File: config.mk
export PLATFORM = sky130hd
export DESIGN_NAME = aux_intc
export DESIGN_NICKNAME = d
export VERILOG_FILES = /design/src/rtl/aux_intc_pkg.sv /design/src/rtl/aux_intc.sv
export SDC_FILE = /design/constraint.sdc
export NUM_CORES = 1
export LEC_CHECK = 0
export ABC_CLOCK_PERIOD_IN_PS = 2800
export CORE_MARGIN = 4
export CORE_UTILIZATION = 40
export DETAILED_ROUTE_END_ITERATION = 6
export DONT_BUFFER_PORTS = 1
export SETUP_SLACK_MARGIN = 0.5
export SLEW_MARGIN = 20
export SYNTH_ARGS = -nofsm -noshare
export SYNTH_HDL_FRONTEND = slang
export SYNTH_SLANG_ARGS = --single-unit
export TNS_END_PERCENT = 20
File: constraint.sdc
create_clock -name clk_i -period 2.8 [get_ports clk_i]
set_input_delay 0.14 -clock clk_i [delete_from_list [all_inputs] [get_ports clk_i]]
set_output_delay 0.14 -clock clk_i [all_outputs]
set_load 0.05 [all_outputs]
File: src/rtl/aux_intc_pkg.sv
// Constants, register map and carrier types of the interrupt controller.
// Assumes an 8-bit register space reached over a plain strobe port.
package aux_intc_pkg;

  // ------------------------------------------------------------------
  // Register offsets
  // ------------------------------------------------------------------
  localparam logic [7:0] TIMER_CONTROL_ADDR      = 8'h88;
  localparam logic [7:0] EXTENDED_PIN_FLAGS_ADDR = 8'h91;
  localparam logic [7:0] AUX_PENDING_ADDR        = 8'hA4;
  localparam logic [7:0] AUX_PRIORITY_INDEX_ADDR = 8'hA5;
  localparam logic [7:0] AUX_ENABLE_ADDR         = 8'hA6;
  localparam logic [7:0] AUX_STATUS_ADDR         = 8'hA7;
  localparam logic [7:0] INTERRUPT_ENABLE_ADDR   = 8'hA8;
  localparam logic [7:0] INTERRUPT_PRIORITY_ADDR = 8'hB8;
  localparam logic [7:0] WAKEUP_ENABLE_ADDR      = 8'hC6;
  localparam logic [7:0] EXTENDED_CONTROL_ADDR   = 8'hD8;
  localparam logic [7:0] CONV_RESULT_LOW_ADDR    = 8'hD9;
  localparam logic [7:0] EXTENDED_ENABLE_ADDR    = 8'hE8;
  localparam logic [7:0] EXTENDED_PRIORITY_ADDR  = 8'hF8;

  // ------------------------------------------------------------------
  // Reset values and constant bits
  // ------------------------------------------------------------------
  localparam logic [7:0] INTERRUPT_PRIORITY_RST = 8'h80;
  localparam logic [7:0] EXTENDED_ENABLE_RST    = 8'hE0;
  localparam logic [7:0] EXTENDED_PRIORITY_RST  = 8'hE0;
  localparam logic [7:0] EXTENDED_PIN_FLAGS_RST = 8'h08;
  localparam logic [7:0] EXTENDED_CONTROL_RST   = 8'h40;

  // ------------------------------------------------------------------
  // Field positions
  // ------------------------------------------------------------------
  localparam int TC_TF1 = 7;
  localparam int TC_TR1 = 6;
  localparam int TC_TF0 = 5;
  localparam int TC_TR0 = 4;
  localparam int EC_GROUP_ENABLE = 5;
  localparam int EC_GROUP_FLAG   = 4;
  localparam int EC_WDT_FLAG     = 3;
  localparam int IE_GLOBAL       = 7;
  localparam int AUX_CONV_BIT    = 5;

  // ------------------------------------------------------------------
  // Sources, in natural order, with their vectors
  // ------------------------------------------------------------------
  localparam int NUM_SRC = 11;
  localparam int SRC_AUX = 0;
  localparam int SRC_EX0 = 1;
  localparam int SRC_T0  = 2;
  localparam int SRC_EX1 = 3;
  localparam int SRC_T1  = 4;
  localparam int SRC_SER = 5;
  localparam int SRC_EX2 = 6;
  localparam int SRC_WDT = 10;
  localparam logic [7:0] VEC_ADDR [NUM_SRC] = '{8'h33, 8'h03, 8'h0B, 8'h13, 8'h1B, 8'h23,
                                               8'h43, 8'h4B, 8'h53, 8'h5B, 8'h63};
  localparam logic [3:0] VEC_NUM [NUM_SRC]  = '{4'h6, 4'h0, 4'h1, 4'h2, 4'h3, 4'h4,
                                               4'h8, 4'h9, 4'hA, 4'hB, 4'hC};

  typedef enum logic [1:0] {
    TIER_LOW  = 2'b00,
    TIER_HIGH = 2'b01,
    TIER_AUX  = 2'b10
  } tier_type;

  typedef struct packed {
    logic       valid;
    tier_type   tier;
    logic [3:0] idx;
  } grant_type;

endpackage

File: src/rtl/aux_intc.sv
// Interrupt controller: flags, enables, priorities, vector selection, wake-up.
// Assumes the core samples the vector while int_req_o is high, pulses
// vec_ack_i when it vectors and reti_i when a service routine returns.
//
// Operation
// - Three tiers: auxiliary group on top, others high or low by priority bit.
// - Seven auxiliary sources share vector 0x33, number 6, above all others.
// - Aux pending and enable bits 1..7 in listed order; bit 0 zero; reset zero.
// - Enabled aux request sets group flag; group reaches core only with group enable.
// - Ext0, timer0, ext1, timer1, serial vector to 0x03..0x23, numbers 0..4.
// - Ext2..5 vector 0x43..0x5B as 8..11; watchdog 0x63 as 12.
// - Same tier: fixed natural order, aux first, watchdog last.
// - Edge-triggered classic pin flag clears when its routine is vectored; ext2..5 flags clear only by software write.
// - Level-triggered external pin flag follows the pin continuously.
// - Trigger-type bit per classic pin: 0 level, 1 edge.
// - Timer overflow flags clear by hardware when their vector is taken.
// - Global enable gates every non-auxiliary source.
// - Serial interrupt requested by receive or transmit flag.
// - Pin flag register: ext5..2 at 7..4, bit 3 one; reset 0x08.
// - Extended control: group enable 5, group flag 4, watchdog flag 3; reset 0x40.
// - Read-only aux status shows raw source conditions at bits 7..1.
// - Wake-up enable: watchdog bit 2, ext1 bit 1, ext0 bit 0; reset zero.
// - Idle ends only through aux-enabled or wake-enabled interrupts.
// - Reading the lowest converter result byte clears converter pending bit.
//
// Added by the designer: the strobed register port.
`timescale 1ns/1ps

module aux_intc
  import aux_intc_pkg::*;
(
  // Clock and reset
  input  wire logic         clk_i,
  input  wire logic         resetn_i,
  // Register port
  input  wire logic [7:0]   addr_i,
  input  wire logic [7:0]   wdata_i,
  input  wire logic         wr_i,
  input  wire logic         rd_i,
  output logic      [7:0]   rdata_o,
  // Event sources
  input  wire logic [5:0]   ext_pin_n_i,
  input  wire logic [1:0]   timer_ovf_i,
  input  wire logic [1:0]   serial_flags_i,
  input  wire logic         watchdog_evt_i,
  input  wire logic [7:1]   aux_cond_i,
  // Core side
  input  wire logic         vec_ack_i,
  input  wire logic         reti_i,
  output logic              int_req_o,
  output logic      [7:0]   int_vector_o,
  output logic      [3:0]   int_num_o,
  output logic              wake_o,
  output logic      [1:0]   timer_run_o
);

  // ------------------------------------------------------------------
  // Helpers
  // ------------------------------------------------------------------
  function automatic tier_type src_tier(input int i, input logic hi);
    if (i == SRC_AUX) begin
      return TIER_AUX;
    end else if (hi) begin
      return TIER_HIGH;
    end else begin
      return TIER_LOW;
    end
  endfunction

  // Highest allowed tier first, then lowest index within it
  function automatic grant_type pick_winner(input logic [NUM_SRC-1:0] req,
                                            input logic [NUM_SRC-1:0] hi,
                                            input logic [2:0]         allow);
    grant_type g;
    g = '0;
    for (int t = 2; t >= 0; t--) begin
      for (int i = 0; i < NUM_SRC; i++) begin
        if (!g.valid && allow[t] && req[i] && src_tier(i, hi[i]) == tier_type'(t[1:0])) begin
          g.valid = 1'b1;
          g.tier  = tier_type'(t[1:0]);
          g.idx   = i[3:0];
        end
      end
    end
    return g;
  endfunction

  // ------------------------------------------------------------------
  // State
  // ------------------------------------------------------------------
  logic [1:0]   ext_type_q;
  logic [1:0]   ext_pend_q;
  logic [5:0]   pin_prev_q;
  logic [1:0]   tf_q;
  logic [1:0]   tr_q;
  logic [3:0]   extended_pin_flags_q;
  logic [7:1]   aip_q;
  logic [7:1]   aie_q;
  logic [7:1]   ast_q;
  logic         eai_q;
  logic         watchdog_int_flag_q;
  logic [7:0]   ie_q;
  logic [4:0]   ip_q;
  logic [4:0]   eie_q;
  logic [4:0]   eip_q;
  logic [2:0]   ewu_q;
  logic [2:0]   active_q;
  grant_type    grant_q;
  logic [5:0]   fall;
  logic         ai_flag;
  logic [3:0]   aux_priority_index;
  logic [NUM_SRC-1:0] req;
  logic [NUM_SRC-1:0] hi;
  logic [2:0]   allow;
  grant_type    win;
  logic         wr_tc;
  logic         taken_ex0;
  logic         taken_ex1;

  assign fall      = pin_prev_q & ~ext_pin_n_i;
  assign wr_tc     = wr_i && addr_i == TIMER_CONTROL_ADDR;
  assign taken_ex0 = vec_ack_i && grant_q.idx == 4'(SRC_EX0);
  assign taken_ex1 = vec_ack_i && grant_q.idx == 4'(SRC_EX1);
  assign ai_flag   = |(aip_q & aie_q);

  always_comb begin
    aux_priority_index = 4'h0;
    // Ascending scan so the highest-numbered pending source is reported last
    for (int i = 1; i < 8; i++) begin
      if (aip_q[i] && aie_q[i]) begin
        aux_priority_index = i[3:0];
      end
    end
  end

  // ------------------------------------------------------------------
  // Classic pins and timer flags
  // ------------------------------------------------------------------
  always_ff @(posedge clk_i or negedge resetn_i) begin
    if (!resetn_i) begin
      pin_prev_q <= '1;
    end else begin
      pin_prev_q <= ext_pin_n_i;
    end
  end

  always_ff @(posedge clk_i or negedge resetn_i) begin
    if (!resetn_i) begin
      ext_type_q <= '0;
      ext_pend_q <= '0;
      tr_q       <= '0;
    end else begin
      if (wr_tc) begin
        ext_type_q <= {wdata_i[2], wdata_i[0]};
        tr_q       <= {wdata_i[TC_TR1], wdata_i[TC_TR0]};
      end
      for (int k = 0; k < 2; k++) begin
        if (!ext_type_q[k]) begin
          ext_pend_q[k] <= ~ext_pin_n_i[k];
        end else if (fall[k]) begin
          ext_pend_q[k] <= 1'b1;
        end else if (wr_tc) begin
          ext_pend_q[k] <= wdata_i[2*k+1];
        end else if (k == 0 ? taken_ex0 : taken_ex1) begin
          ext_pend_q[k] <= 1'b0;
        end
      end
    end
  end

  always_ff @(posedge clk_i or negedge resetn_i) begin
    if (!resetn_i) begin
      tf_q <= '0;
    end else begin
      for (int k = 0; k < 2; k++) begin
        if (timer_ovf_i[k]) begin
          tf_q[k] <= 1'b1;
        end else if (wr_tc) begin
          tf_q[k] <= wdata_i[k == 0 ? TC_TF0 : TC_TF1];
        end else if (vec_ack_i && grant_q.idx == (k == 0 ? 4'(SRC_T0) : 4'(SRC_T1))) begin
          tf_q[k] <= 1'b0;
        end
      end
    end
  end

  // ------------------------------------------------------------------
  // Extended pins, watchdog and auxiliary flags
  // ------------------------------------------------------------------
  // Set beats a software clear in the same cycle, so no event is lost
  always_ff @(posedge clk_i or negedge resetn_i) begin
    if (!resetn_i) begin
      extended_pin_flags_q <= '0;
      watchdog_int_flag_q <= 1'b0;
      aip_q  <= '0;
      ast_q  <= '0;
    end else begin
      ast_q <= aux_cond_i;
      if (wr_i && addr_i == EXTENDED_PIN_FLAGS_ADDR) begin
        extended_pin_flags_q <= wdata_i[7:4] | fall[5:2];
      end else begin
        extended_pin_flags_q <= extended_pin_flags_q | fall[5:2];
      end
      if (watchdog_evt_i) begin
        watchdog_int_flag_q <= 1'b1;
      end else if (wr_i && addr_i == EXTENDED_CONTROL_ADDR) begin
        watchdog_int_flag_q <= wdata_i[EC_WDT_FLAG];
      end
      for (int i = 1; i < 8; i++) begin
        if (aux_cond_i[i] && !ast_q[i]) begin
          aip_q[i] <= 1'b1;
        end else if (wr_i && addr_i == AUX_PENDING_ADDR) begin
          aip_q[i] <= aip_q[i] & wdata_i[i];
        end else if (i == AUX_CONV_BIT && rd_i && addr_i == CONV_RESULT_LOW_ADDR) begin
          aip_q[i] <= 1'b0;
        end
      end
    end
  end

  // ------------------------------------------------------------------
  // Enables, priorities and wake-up
  // ------------------------------------------------------------------
  always_ff @(posedge clk_i or negedge resetn_i) begin
    if (!resetn_i) begin
      aie_q <= '0;
      eai_q <= 1'b0;
      ie_q  <= '0;
      ip_q  <= '0;
      eie_q <= '0;
      eip_q <= '0;
      ewu_q <= '0;
    end else if (wr_i) begin
      case (addr_i)
        AUX_ENABLE_ADDR:         aie_q <= wdata_i[7:1];
        EXTENDED_CONTROL_ADDR:   eai_q <= wdata_i[EC_GROUP_ENABLE];
        INTERRUPT_ENABLE_ADDR:   ie_q  <= {wdata_i[7], 2'b00, wdata_i[4:0]};
        INTERRUPT_PRIORITY_ADDR: ip_q  <= wdata_i[4:0];
        EXTENDED_ENABLE_ADDR:    eie_q <= wdata_i[4:0];
        EXTENDED_PRIORITY_ADDR:  eip_q <= wdata_i[4:0];
        WAKEUP_ENABLE_ADDR:      ewu_q <= wdata_i[2:0];
        default: ;
      endcase
    end
  end

  always_ff @(posedge clk_i or negedge resetn_i) begin
    if (!resetn_i) begin
      wake_o <= 1'b0;
    end else begin
      wake_o <= ai_flag | (watchdog_int_flag_q & ewu_q[2]) | (ext_pend_q[1] & ewu_q[1])
                | (ext_pend_q[0] & ewu_q[0]);
    end
  end

  // ------------------------------------------------------------------
  // Register reads
  // ------------------------------------------------------------------
  always_ff @(posedge clk_i or negedge resetn_i) begin
    if (!resetn_i) begin
      rdata_o <= '0;
    end else if (rd_i) begin
      case (addr_i)
        TIMER_CONTROL_ADDR:      rdata_o <= {tf_q[1], tr_q[1], tf_q[0], tr_q[0], ext_pend_q[1],
                                             ext_type_q[1], ext_pend_q[0], ext_type_q[0]};
        EXTENDED_PIN_FLAGS_ADDR: rdata_o <= {extended_pin_flags_q, 4'h0} | EXTENDED_PIN_FLAGS_RST;
        AUX_PENDING_ADDR:        rdata_o <= {aip_q, 1'b0};
        AUX_PRIORITY_INDEX_ADDR: rdata_o <= {4'h0, aux_priority_index};
        AUX_ENABLE_ADDR:         rdata_o <= {aie_q, 1'b0};
        AUX_STATUS_ADDR:         rdata_o <= {ast_q, 1'b0};
        INTERRUPT_ENABLE_ADDR:   rdata_o <= ie_q;
        INTERRUPT_PRIORITY_ADDR: rdata_o <= {3'b000, ip_q} | INTERRUPT_PRIORITY_RST;
        WAKEUP_ENABLE_ADDR:      rdata_o <= {5'h00, ewu_q};
        EXTENDED_CONTROL_ADDR:   rdata_o <= {2'b00, eai_q, ai_flag, watchdog_int_flag_q, 3'b000}
                                            | EXTENDED_CONTROL_RST;
        EXTENDED_ENABLE_ADDR:    rdata_o <= {3'b000, eie_q} | EXTENDED_ENABLE_RST;
        EXTENDED_PRIORITY_ADDR:  rdata_o <= {3'b000, eip_q} | EXTENDED_PRIORITY_RST;
        default:                 rdata_o <= '0;
      endcase
    end else begin
      rdata_o <= '0;
    end
  end

  // ------------------------------------------------------------------
  // Arbitration and vectoring
  // ------------------------------------------------------------------
  always_comb begin
    req[SRC_AUX] = eai_q & ai_flag;
    req[SRC_EX0] = ie_q[IE_GLOBAL] & ie_q[0] & ext_pend_q[0];
    req[SRC_T0]  = ie_q[IE_GLOBAL] & ie_q[1] & tf_q[0];
    req[SRC_EX1] = ie_q[IE_GLOBAL] & ie_q[2] & ext_pend_q[1];
    req[SRC_T1]  = ie_q[IE_GLOBAL] & ie_q[3] & tf_q[1];
    req[SRC_SER] = ie_q[IE_GLOBAL] & ie_q[4] & (|serial_flags_i);
    for (int j = 0; j < 4; j++) begin
      req[SRC_EX2+j] = ie_q[IE_GLOBAL] & eie_q[j] & extended_pin_flags_q[j];
    end
    req[SRC_WDT] = ie_q[IE_GLOBAL] & eie_q[4] & watchdog_int_flag_q;
    hi = {eip_q, ip_q, 1'b1};
    // A request must outrank every routine in service
    allow = {~active_q[2], ~|active_q[2:1], ~|active_q};
  end

  assign win = pick_winner(req, hi, allow);

  always_ff @(posedge clk_i or negedge resetn_i) begin
    if (!resetn_i) begin
      grant_q      <= '0;
      int_req_o    <= 1'b0;
      int_vector_o <= '0;
      int_num_o    <= '0;
    end else begin
      // Dropped in the ack cycle so a stale grant is never offered twice
      int_req_o    <= win.valid & ~vec_ack_i;
      grant_q      <= win;
      int_vector_o <= VEC_ADDR[win.idx];
      int_num_o    <= VEC_NUM[win.idx];
    end
  end

  always_ff @(posedge clk_i or negedge resetn_i) begin
    if (!resetn_i) begin
      active_q <= '0;
    end else if (vec_ack_i && int_req_o) begin
      active_q[grant_q.tier] <= 1'b1;
    end else if (reti_i) begin
      if (active_q[2]) begin
        active_q[2] <= 1'b0;
      end else if (active_q[1]) begin
        active_q[1] <= 1'b0;
      end else begin
        active_q[0] <= 1'b0;
      end
    end
  end

  assign timer_run_o = tr_q;
endmodule

==> flow_metrics.env, run 1 <==
export IMPL_outcome="finished, final reports clean"
export IMPL_fin_worst_skew_ns=0.005131
export IMPL_die_x_um=116.4
export IMPL_root_buffer="clkbuf_16"
export IMPL_grt_pass1_vias=3945
export IMPL_fmax_mhz=383.5
export IMPL_synth_warnings=0
export IMPL_rr_worst_depth=10
export IMPL_min_from="vec_ack_i"
export IMPL_critical_path_arrival_ns=2.83
export IMPL_ir_drop_mv=0.3772
export IMPL_cts_sinks=89
export IMPL_grt_pass1_wl_um=22040
export IMPL_r2r_start="aip_q[1]"
export IMPL_htree_num_levels=3
export IMPL_mostFrequentLayoutCells="82 x dfrtp_1, 49 x nand2_1, 34 x o21ai_0, 33 x mux2_2, 29 x nor2_1"
export IMPL_start_util_pct=40.95
export IMPL_pin_count=64
export IMPL_postSynthCellCount=455
export IMPL_slew_viol_final=0
export IMPL_cts_tree="built"
export IMPL_yosys_top_cells_area="dfrtp_1 44%, mux2_2 7.9%, nand2_1 3.9%"
export IMPL_seq_area_mm2=0.002236
export IMPL_required_ns=3.02
export IMPL_power_density_mw_per_mm2=513.3
export IMPL_io_buffers=0
export IMPL_cts_buffers=9
export IMPL_coreArea_mm2=0.01147
export IMPL_period_needed_ns=2.608
export IMPL_async_flop_share_pct=100.0
export IMPL_min_path_type="input pin to flop"
export IMPL_setup_viol=0
export IMPL_insertion_delay_ns=0.35
export IMPL_drt_total_wl_um=13740
export IMPL_vias_per_cell=6.061
export IMPL_fin_setup_tns_ns=0
export IMPL_p_leak_uw=0.002384
export IMPL_hold_depth=2
export IMPL_reg2reg_slack_ns=0.19
export IMPL_dr_pass1_iters=7
export IMPL_vias=3891
export IMPL_dp_cells=589
export IMPL_layout_commonest_cell="dfrtp_1"
export IMPL_grt_start_max_net_pins=90
export IMPL_cap_violations=0
export IMPL_dieArea_mm2=0.01354
export IMPL_ant_nets=0
export IMPL_antenna_found_initial=0
export IMPL_diodes=0
export IMPL_crit_family="compound AO/OA/AOI/OAI gates"
export IMPL_timing_rr_end="int_num_o[1]"
export IMPL_start_kind="flop"
export IMPL_worstSetupEndpointType="flop"
export IMPL_worst_path_buf_inv=2
export IMPL_period_share_pct=93.13
export IMPL_worstPathMaxFanout=5
export IMPL_slew_headroom_pct=41.86
export IMPL_synth_flop_cell="dfrtp_1"
export IMPL_die_height_um=116.4
export IMPL_cp_slowest_cell="a222oi_1"
export IMPL_clk_pin_slew_ns=0.07
export IMPL_synth_seq_area_share_pct=47.59
export IMPL_drc=0
export IMPL_multi_input_area_mm2=0.002364
export IMPL_place_detailed_hpwl_um=10160
export IMPL_yosysTopAreaCell="dfrtp_1"
export IMPL_synth_edf_count=0
export IMPL_hold_end="active_q[0]"
export IMPL_grt_overflow_total=0
export IMPL_cpPeakStageDelay_ns=0.47
export IMPL_synth_cell_types=80
export IMPL_synth_area_mm2=0.004696
export IMPL_path_class="flop to flop"
export IMPL_crit_chain="a222oi_1, a21o_2, inv_4, nor3_4, buf_4, nand2_1, o311a_1, ha_2, a32oi_2, a2bb2oi_1"
export IMPL_rsz0062_at_grt="yes"
export IMPL_rows=39
export IMPL_routabilityCongestion=0.9203
export IMPL_area_growth_pct=18.78
export IMPL_synth_avg_cell_area_um2=10.32
export IMPL_synth_top_area_share_pct=44.23
export IMPL_nets=537
export IMPL_finalNonFillerCells=642
export IMPL_wl_per_cell_um=21.40
export IMPL_drive_gt1_share_pct=21.44
export IMPL_n_fill_cell=1035
export IMPL_synth_seq_cells=89
export IMPL_drt_iter0_markers=340
export IMPL_hold_viol=0
export IMPL_tightestPinTransition_ns=0.8626
export IMPL_track_usage_pct=21.68
export IMPL_cts_buffer_depth=2
layer usage:
| layer | wire (µm) | global-route usage, % |
|---|---|---|
| met1 | 6116 | 30.62 |
| met3 | 862 | 3.782 |
| met4 | 331 | 7.966 |
| met5 | 0 | 0 |
| met2 | 6428 | 33.56 |
worst reg2reg max path: cells and delay by family (launching register included):
kind | cells | cell delay (ns)
buffers and inverters | 2 | 0.21
and+or+nand+nor | 2 | 0.26
AOI/OAI and AO/OA | 5 | 1.41
adders and majority gates | 1 | 0.21
DFF | 1 | 0.39
worst max-delay path by stage:
stage / from / endpoint / slack [ns] / cells past startpoint
floorplan: aip_q[1] / int_num_o[0] / 0.42 / 10
CTS: aie_q[1] / int_num_o[0] / 0.17 / 10
detailed placement: ie_q[7] / int_num_o[0] / 0.14 / 9
global route: aip_q[1] / int_num_o[1] / 0.09 / 10
finish: aip_q[1] / int_num_o[1] / 0.19 / 10
global placement: ie_q[7] / int_num_o[2] / 0.15 / 9
registers in the layout, summed over array words and instances, names as in the netlist, 3 cells and up:
name / flops
active_q: 3
aie_q: 7
aip_q: 7
ast_q: 7
eie_q: 5
eip_q: 5
ewu_q: 3
extended_pin_flags_q: 4
grant_q: 6
ie_q: 6
int_num_o: 3
ip_q: 5
pin_prev_q: 6
rdata_o: 8
kinds of logic (layout without fill, tap and decap cells):
| group | Yosys count | after routing | synth area share [%] |
|---|---|---|---|
| multiplexers | 48 | 48 | 11.19 |
| AO/OA/AOI/OAI | 124 | 124 | 18.73 |
| other | 2 | 3 | 0.1599 |
| adder cells (fa/ha/maj) | 3 | 3 | 0.7994 |
| buffers and inverters | 37 | 80 | 3.624 |
| flip-flops | 89 | 89 | 47.59 |
| AND/OR/NAND/NOR | 151 | 151 | 17.72 |
| XOR/XNOR | 1 | 1 | 0.1866 |
metrics by stage:
step / hold WS (ns) / power, µW / util (%) / cell area, µm² / setup slack [ns]
after floorplan: -0.1556 / 1572 / - / 4700 / 0.4223
after global placement: -0.1525 / 1600 / 42.24 / 4843 / 0.1530
after detailed placement: -0.1529 / 1603 / 42.24 / 4843 / 0.1357
after CTS: 0.01302 / 2882 / 47.92 / 5495 / 0.1688
after global routing: 0.03797 / 2971 / 48.64 / 5578 / 0.08729
final: 0.02096 / 2863 / 48.64 / 5578 / 0.1922
cell usage after synthesis, types with 6 or more instances:
cell type / n
inv_1: 15
a22oi_1: 7
clkbuf_1: 6
nor2_1: 30
nand2_1: 49
dfrtp_1: 83
a21oi_1: 18
buf_4: 7
a31oi_1: 7
nand3_1: 15
o21ai_0: 34
nand2b_1: 6
mux2_2: 33
dfstp_2: 6
mux2i_1: 12
layout make-up:
cell class / count / share of cell area (%)
clock inverters: 6 / 1.032
well taps: 143 / 3.208
clock buffers: 10 / 4.284
inverters: 18 / 1.256
repair buffers: 46 / 7.761
multi-input cells: 330 / 42.37
flip-flops and latches: 89 / 40.09
what timing repair did:
item | CTS | global route
gates resized for setup | 6 | 10
setup buffers | 5 | 4
setup endpoints to repair | 3 | 3
hold buffers | 28 | 0
pin swaps | 4 | 8
hold endpoints to repair | 156 | 0
report_power, final:
group          internal, µW  leakage (µW)  switching, µW  total, µW
sequential             1330       0.00111           91.8       1430
clock                   648      0.000147            547       1190
combinational           111       0.00113            131        242
No activity file was read; power rests on OpenSTA's default activity.
==> inputs of run 2 (changes only) <==
BUFFER_PORTS_ARGS = -buffer_cell sky130_fd_sc_hd__clkbuf_2   (was not set)
DONT_BUFFER_PORTS = not set   (was 1)
==> flow_metrics.env, run 2 (same netlist as run 1, synthesis figures left out) <==
export IMPL_start_util_pct=40.95
export IMPL_diodes=0
export IMPL_rows=39
export IMPL_period_needed_ns=2.516
export IMPL_area_growth_pct=22.38
export IMPL_dp_cells=654
export IMPL_hold_depth=2
export IMPL_hold_viol=0
export IMPL_die_x_um=116.4
export IMPL_die_height_um=116.4
export IMPL_slew_headroom_pct=42.82
export IMPL_nets=589
export IMPL_rsz0062_at_grt="yes"
export IMPL_wl_per_cell_um=19.86
export IMPL_routabilityCongestion=0.9532
export IMPL_grt_overflow_total=0
export IMPL_n_fill_cell=1036
export IMPL_p_total_uw=2851
export IMPL_power_density_mw_per_mm2=496.1
export IMPL_grt_start_max_net_pins=45
export IMPL_htree_num_levels=3
export IMPL_start_kind="flop"
export IMPL_holdWs_ns=0.02338
export IMPL_cpPeakStageDelay_ns=0.46
export IMPL_period_share_pct=89.84
export IMPL_rr_worst_depth=9
export IMPL_dieArea_mm2=0.01354
export IMPL_required_ns=3.03
export IMPL_ant_nets=0
export IMPL_critical_path_arrival_ns=2.75
export IMPL_cap_violations=0
export IMPL_worstSetupEndpointType="flop"
export IMPL_path_class="flop to flop"
export IMPL_outcome="finished, final reports clean"
export IMPL_path_depth=9
export IMPL_sw_frac_of_total_pct=27.42
export IMPL_drt_total_wl_um=13780
export IMPL_comb_power_share_pct=12.0
export IMPL_fin_worst_skew_ns=0.006744
export IMPL_crit_chain="or3b_4, a21oi_2, a31oi_1, o21ai_0, o221a_4, inv_2, ha_4, a32oi_2, a2bb2oi_1"
export IMPL_p_leak_uw=0.002583
export IMPL_largest_reg_flops=8
export IMPL_track_usage_pct=22.07
export IMPL_min_path_type="input pin to flop"
export IMPL_cts_tree="built"
export IMPL_tightestPinTransition_ns=0.8484
export IMPL_cts_sinks=89
export IMPL_antenna_found_initial=0
export IMPL_vias_per_cell=5.808
export IMPL_crit_family="compound AO/OA/AOI/OAI gates"
export IMPL_cts_buffer_depth=2
export IMPL_pin_count=64
export IMPL_seq_power_share_pct=48.4
export IMPL_slew_viol_final=0
export IMPL_worst_path_buf_inv=1
export IMPL_power_share_clock_pct=39.6
export IMPL_dpl_cell_area_mm2=0.005181
export IMPL_mostFrequentLayoutCells="82 x dfrtp_1, 60 x clkbuf_2, 49 x nand2_1, 33 x o21ai_0, 33 x mux2_2"
export IMPL_dr_pass1_iters=5
export IMPL_p_switching_uw=781.7
export IMPL_place_detailed_hpwl_um=10450
export IMPL_cts_buffers=9
export IMPL_layout_commonest_cell="dfrtp_1"
export IMPL_vias=4031
export IMPL_clk_pin_slew_ns=0.06
export IMPL_intPower_uw=2069
export IMPL_fin_setup_tns_ns=0
export IMPL_regMostFlops="rdata_o"
export IMPL_drt_iter0_markers=265
export IMPL_finalNonFillerCells=694
export IMPL_grt_pass1_vias=4063
export IMPL_cp_slowest_cell="dfrtp_1"
export IMPL_drive_gt1_share_pct=30.31
export IMPL_worstPathMaxFanout=9
export IMPL_setup_viol=0
export IMPL_fmax_mhz=397.5
export IMPL_fin_area_mm2=0.005747
export IMPL_root_buffer="clkbuf_16"
export IMPL_insertion_delay_ns=0.35
export IMPL_grt_pass1_wl_um=22630
export IMPL_coreArea_mm2=0.01147
export IMPL_ir_drop_mv=0.3462
export IMPL_io_buffers=61
export IMPL_drc=0
run 2: through the flow:
| stage | utilization [%] | setup slack [ns] |
|---|---|---|
| global placement | 45.18 | 0.1835 |
| floorplan | - | 0.4223 |
| finish | 50.11 | 0.2844 |
| detailed placement | 45.18 | 0.04502 |
| CTS | 49.71 | 0.2421 |
| global route | 50.11 | 0.1600 |
run 2: final timing paths:
kind	end	from	slack [ns]
worst max-delay path	int_num_o[0]	active_q[2]	0.28
worst min-delay path	int_req_o	vec_ack_i	0.02
worst max register to register	int_num_o[0]	active_q[2]	0.28
worst min register to register	aip_q[5]	ast_q[5]	0.44
max in group asynchronous	pin_prev_q[0]	resetn_i	1.69
min in group asynchronous	ast_q[6]	resetn_i	0.32
run 2: cell type report:
| class | count | area (µm²) | share of cell area (%) |
|---|---|---|---|
| Clock buffer | 10 | 229.0 | 3.984 |
| Timing Repair Buffer | 98 | 628.1 | 10.93 |
| Sequential cell | 89 | 2236 | 38.91 |
| Inverter | 18 | 67.56 | 1.176 |
| Multi-Input combinational cell | 330 | 2365 | 41.15 |
| Clock inverter | 6 | 42.54 | 0.7403 |
| Tap cell | 143 | 178.9 | 3.113 |
run 2: power groups by stage:
stage          Combinational (µW)  Sequential, µW  Clock [µW]
2_1_floorplan                 153            1420           0
3_3_place_gp                  306            1400           0
3_5_place_dp                  309            1400           0
4_1_cts                       339            1380        1150
5_1_grt                       373            1390        1210
6_report                      342            1380        1130
run 2: layer usage:
metal	routed length, µm	global-route usage [%]	up-vias	share of wire (%)
met2	6339	33.45	130	46
met5	0	0	-	0
met1	6354	31.86	2019	46
met3	755	3.264	22	5.5
met4	331	8.739	0	2.4
li1	-	-	1860	-
run 2: what timing repair did:
action	4_1_cts	5_1_grt
gates resized for setup	9	7
buffers inserted	5	2
hold endpoints to repair	62	0
hold buffers	17	0
pin swaps	3	6
setup endpoints to repair	3	3
==> inputs of run 3 (changes only) <==
--- a/config.mk
+++ b/config.mk
@@ -12,2 +12,3 @@
 export DETAILED_ROUTE_END_ITERATION = 6
+export HOLD_SLACK_MARGIN = 0.08
 export SETUP_SLACK_MARGIN = 0.5
--- a/constraint.sdc
+++ b/constraint.sdc
@@ -3,2 +3,2 @@
 set_output_delay 0.14 -clock clk_i [all_outputs]
-set_load 0.05 [all_outputs]
+set_load 0.01 [all_outputs]
==> flow_metrics.env, run 3 (same netlist as run 1, synthesis figures left out) <==
export IMPL_hold_viol=0
export IMPL_critical_path_arrival_ns=2.75
export IMPL_fin_area_mm2=0.005767
export IMPL_antenna_found_initial=0
export IMPL_p_total_uw=2810
export IMPL_cts_buffer_depth=2
export IMPL_wl_met2_um=6382
export IMPL_power_density_mw_per_mm2=487.2
export IMPL_fin_setup_tns_ns=0
export IMPL_multi_input_area_mm2=0.002365
export IMPL_routabilityCongestion=0.9532
export IMPL_area_growth_pct=22.81
export IMPL_cts_buffers=9
export IMPL_period_needed_ns=2.514
export IMPL_place_detailed_hpwl_um=10450
export IMPL_wl_met3_um=708
export IMPL_dp_cells=654
export IMPL_mostFrequentLayoutCells="82 x dfrtp_1, 60 x clkbuf_2, 49 x nand2_1, 33 x o21ai_0, 33 x mux2_2"
export IMPL_r2r_start="active_q[2]"
export IMPL_insertion_delay_ns=0.35
export IMPL_vias_per_cell=5.815
export IMPL_n_fill_cell=1034
export IMPL_worstSetupEndpointType="flop"
export IMPL_drt_iter0_markers=284
export IMPL_wl_per_cell_um=19.89
export IMPL_ir_drop_mv=0.3454
export IMPL_holdWs_ns=0.1063
export IMPL_crit_chain="or3b_4, a21oi_2, a31oi_1, o21ai_0, o221a_4, inv_2, ha_4, a32oi_2, a2bb2oi_1"
export IMPL_grt_start_max_net_pins=45
export IMPL_cts_sinks=89
export IMPL_root_buffer="clkbuf_16"
export IMPL_required_ns=3.03
export IMPL_diodes=0
export IMPL_cap_violations=0
export IMPL_start_kind="flop"
export IMPL_finalNonFillerCells=696
export IMPL_cp_slowest_cell="dfrtp_1"
export IMPL_track_usage_pct=22.18
export IMPL_drt_total_wl_um=13840
export IMPL_coreArea_mm2=0.01147
export IMPL_rsz0062_at_grt="yes"
export IMPL_fmax_mhz=397.8
export IMPL_drive_gt1_share_pct=30.20
export IMPL_vias=4047
export IMPL_layout_commonest_cell="dfrtp_1"
export IMPL_slew_headroom_pct=42.08
export IMPL_die_x_um=116.4
export IMPL_outcome="finished, final reports clean"
export IMPL_grt_pass1_wl_um=22740
export IMPL_path_class="flop to flop"
export IMPL_topRoutingLayerUsed="met4"
export IMPL_die_height_um=116.4
export IMPL_nets=591
export IMPL_fin_worst_skew_ns=0.006431
export IMPL_slew_viol_final=0
export IMPL_cpPeakStageDelay_ns=0.46
export IMPL_m1WireLength_um=6447
export IMPL_grt_pass1_vias=4082
export IMPL_cts_tree="built"
export IMPL_pin_count=64
export IMPL_dieArea_mm2=0.01354
export IMPL_ant_nets=0
export IMPL_grt_overflow_total=0
export IMPL_min_path_type="input pin to flop"
export IMPL_start_util_pct=40.95
export IMPL_io_buffers=61
export IMPL_startpoint="active_q[2]"
export IMPL_seq_area_mm2=0.002236
export IMPL_clk_pin_slew_ns=0.07
export IMPL_largest_reg_flops=8
export IMPL_rows=39
export IMPL_dpl_cell_area_mm2=0.005181
export IMPL_htree_num_levels=3
export IMPL_p_leak_uw=0.002591
export IMPL_min_from="wdata_i[0]"
export IMPL_period_share_pct=89.79
export IMPL_drc=0
export IMPL_worstPathMaxFanout=9
export IMPL_regMostFlops="rdata_o"
export IMPL_dr_pass1_iters=5
export IMPL_tightestPinTransition_ns=0.8594
export IMPL_setup_viol=0
-- run 3: cell count changes in the layout (fill, tap and decap cells not counted), sizes merged --
cell / before / now
dlygate4sd3: 17 / 19
-- run 3: per-layer routing --
| metal | up-vias | track usage, % |
|---|---|---|
| met5 | - | 0 |
| met1 | 2043 | 31.92 |
| met4 | 0 | 8.739 |
| met3 | 21 | 3.264 |
| met2 | 120 | 33.75 |
| li1 | 1863 | - |
-- run 3: power by group --
group / internal [µW] / leakage (µW) / total, µW / switching (µW)
Clock: 605 / 0.000129 / 1130 / 525
Sequential: 1340 / 0.00111 / 1380 / 44.3
Combinational: 131 / 0.00136 / 300 / 169
Total: 2070 / 0.00259 / 2810 / 738
-- run 3: worst max-delay path: cells and delay by family, from the launching register on --
kind	cells	cell delay, ns
flops	1	0.46
buf+inv	1	0.07
fa+ha+maj	1	0.24
compound gates	6	1.15
simple gates	1	0.46
-- run 3: cell type report --
class,count,area share [%]
multi-input combinational,330,41.01
sequential,89,38.77
timing repair buffer,100,11.24
clock buffer,10,3.971
tap,143,3.103
inverter,18,1.172
clock inverter,6,0.7377
-- run 3: what timing repair did --
action,CTS,global route
hold buffers,19,0
setup endpoints to repair,3,3
gates cloned,0,0
pin swaps,3,6
hold endpoints to repair,71,0
resized for setup,9,7
setup buffers,5,2
-- run 3: stage by stage --
step                setup WS, ns  utilization, %
floorplan                 0.4223               -
global placement          0.1835           45.18
detailed placement       0.04502           45.18
CTS                       0.2421           49.89
global route              0.1600           50.29
finish                    0.2860           50.29
-- run 3: worst paths after layout --
check	endpoint	slack [ns]	depth (start not counted)
min reg2reg	aip_q[5]	0.44	1
max	int_num_o[0]	0.29	9
min	ext_type_q[0]	0.11	3
max reg2reg	int_num_o[0]	0.29	9
min in group asynchronous	ast_q[6]	0.32	2
max in group asynchronous	pin_prev_q[0]	1.69	3
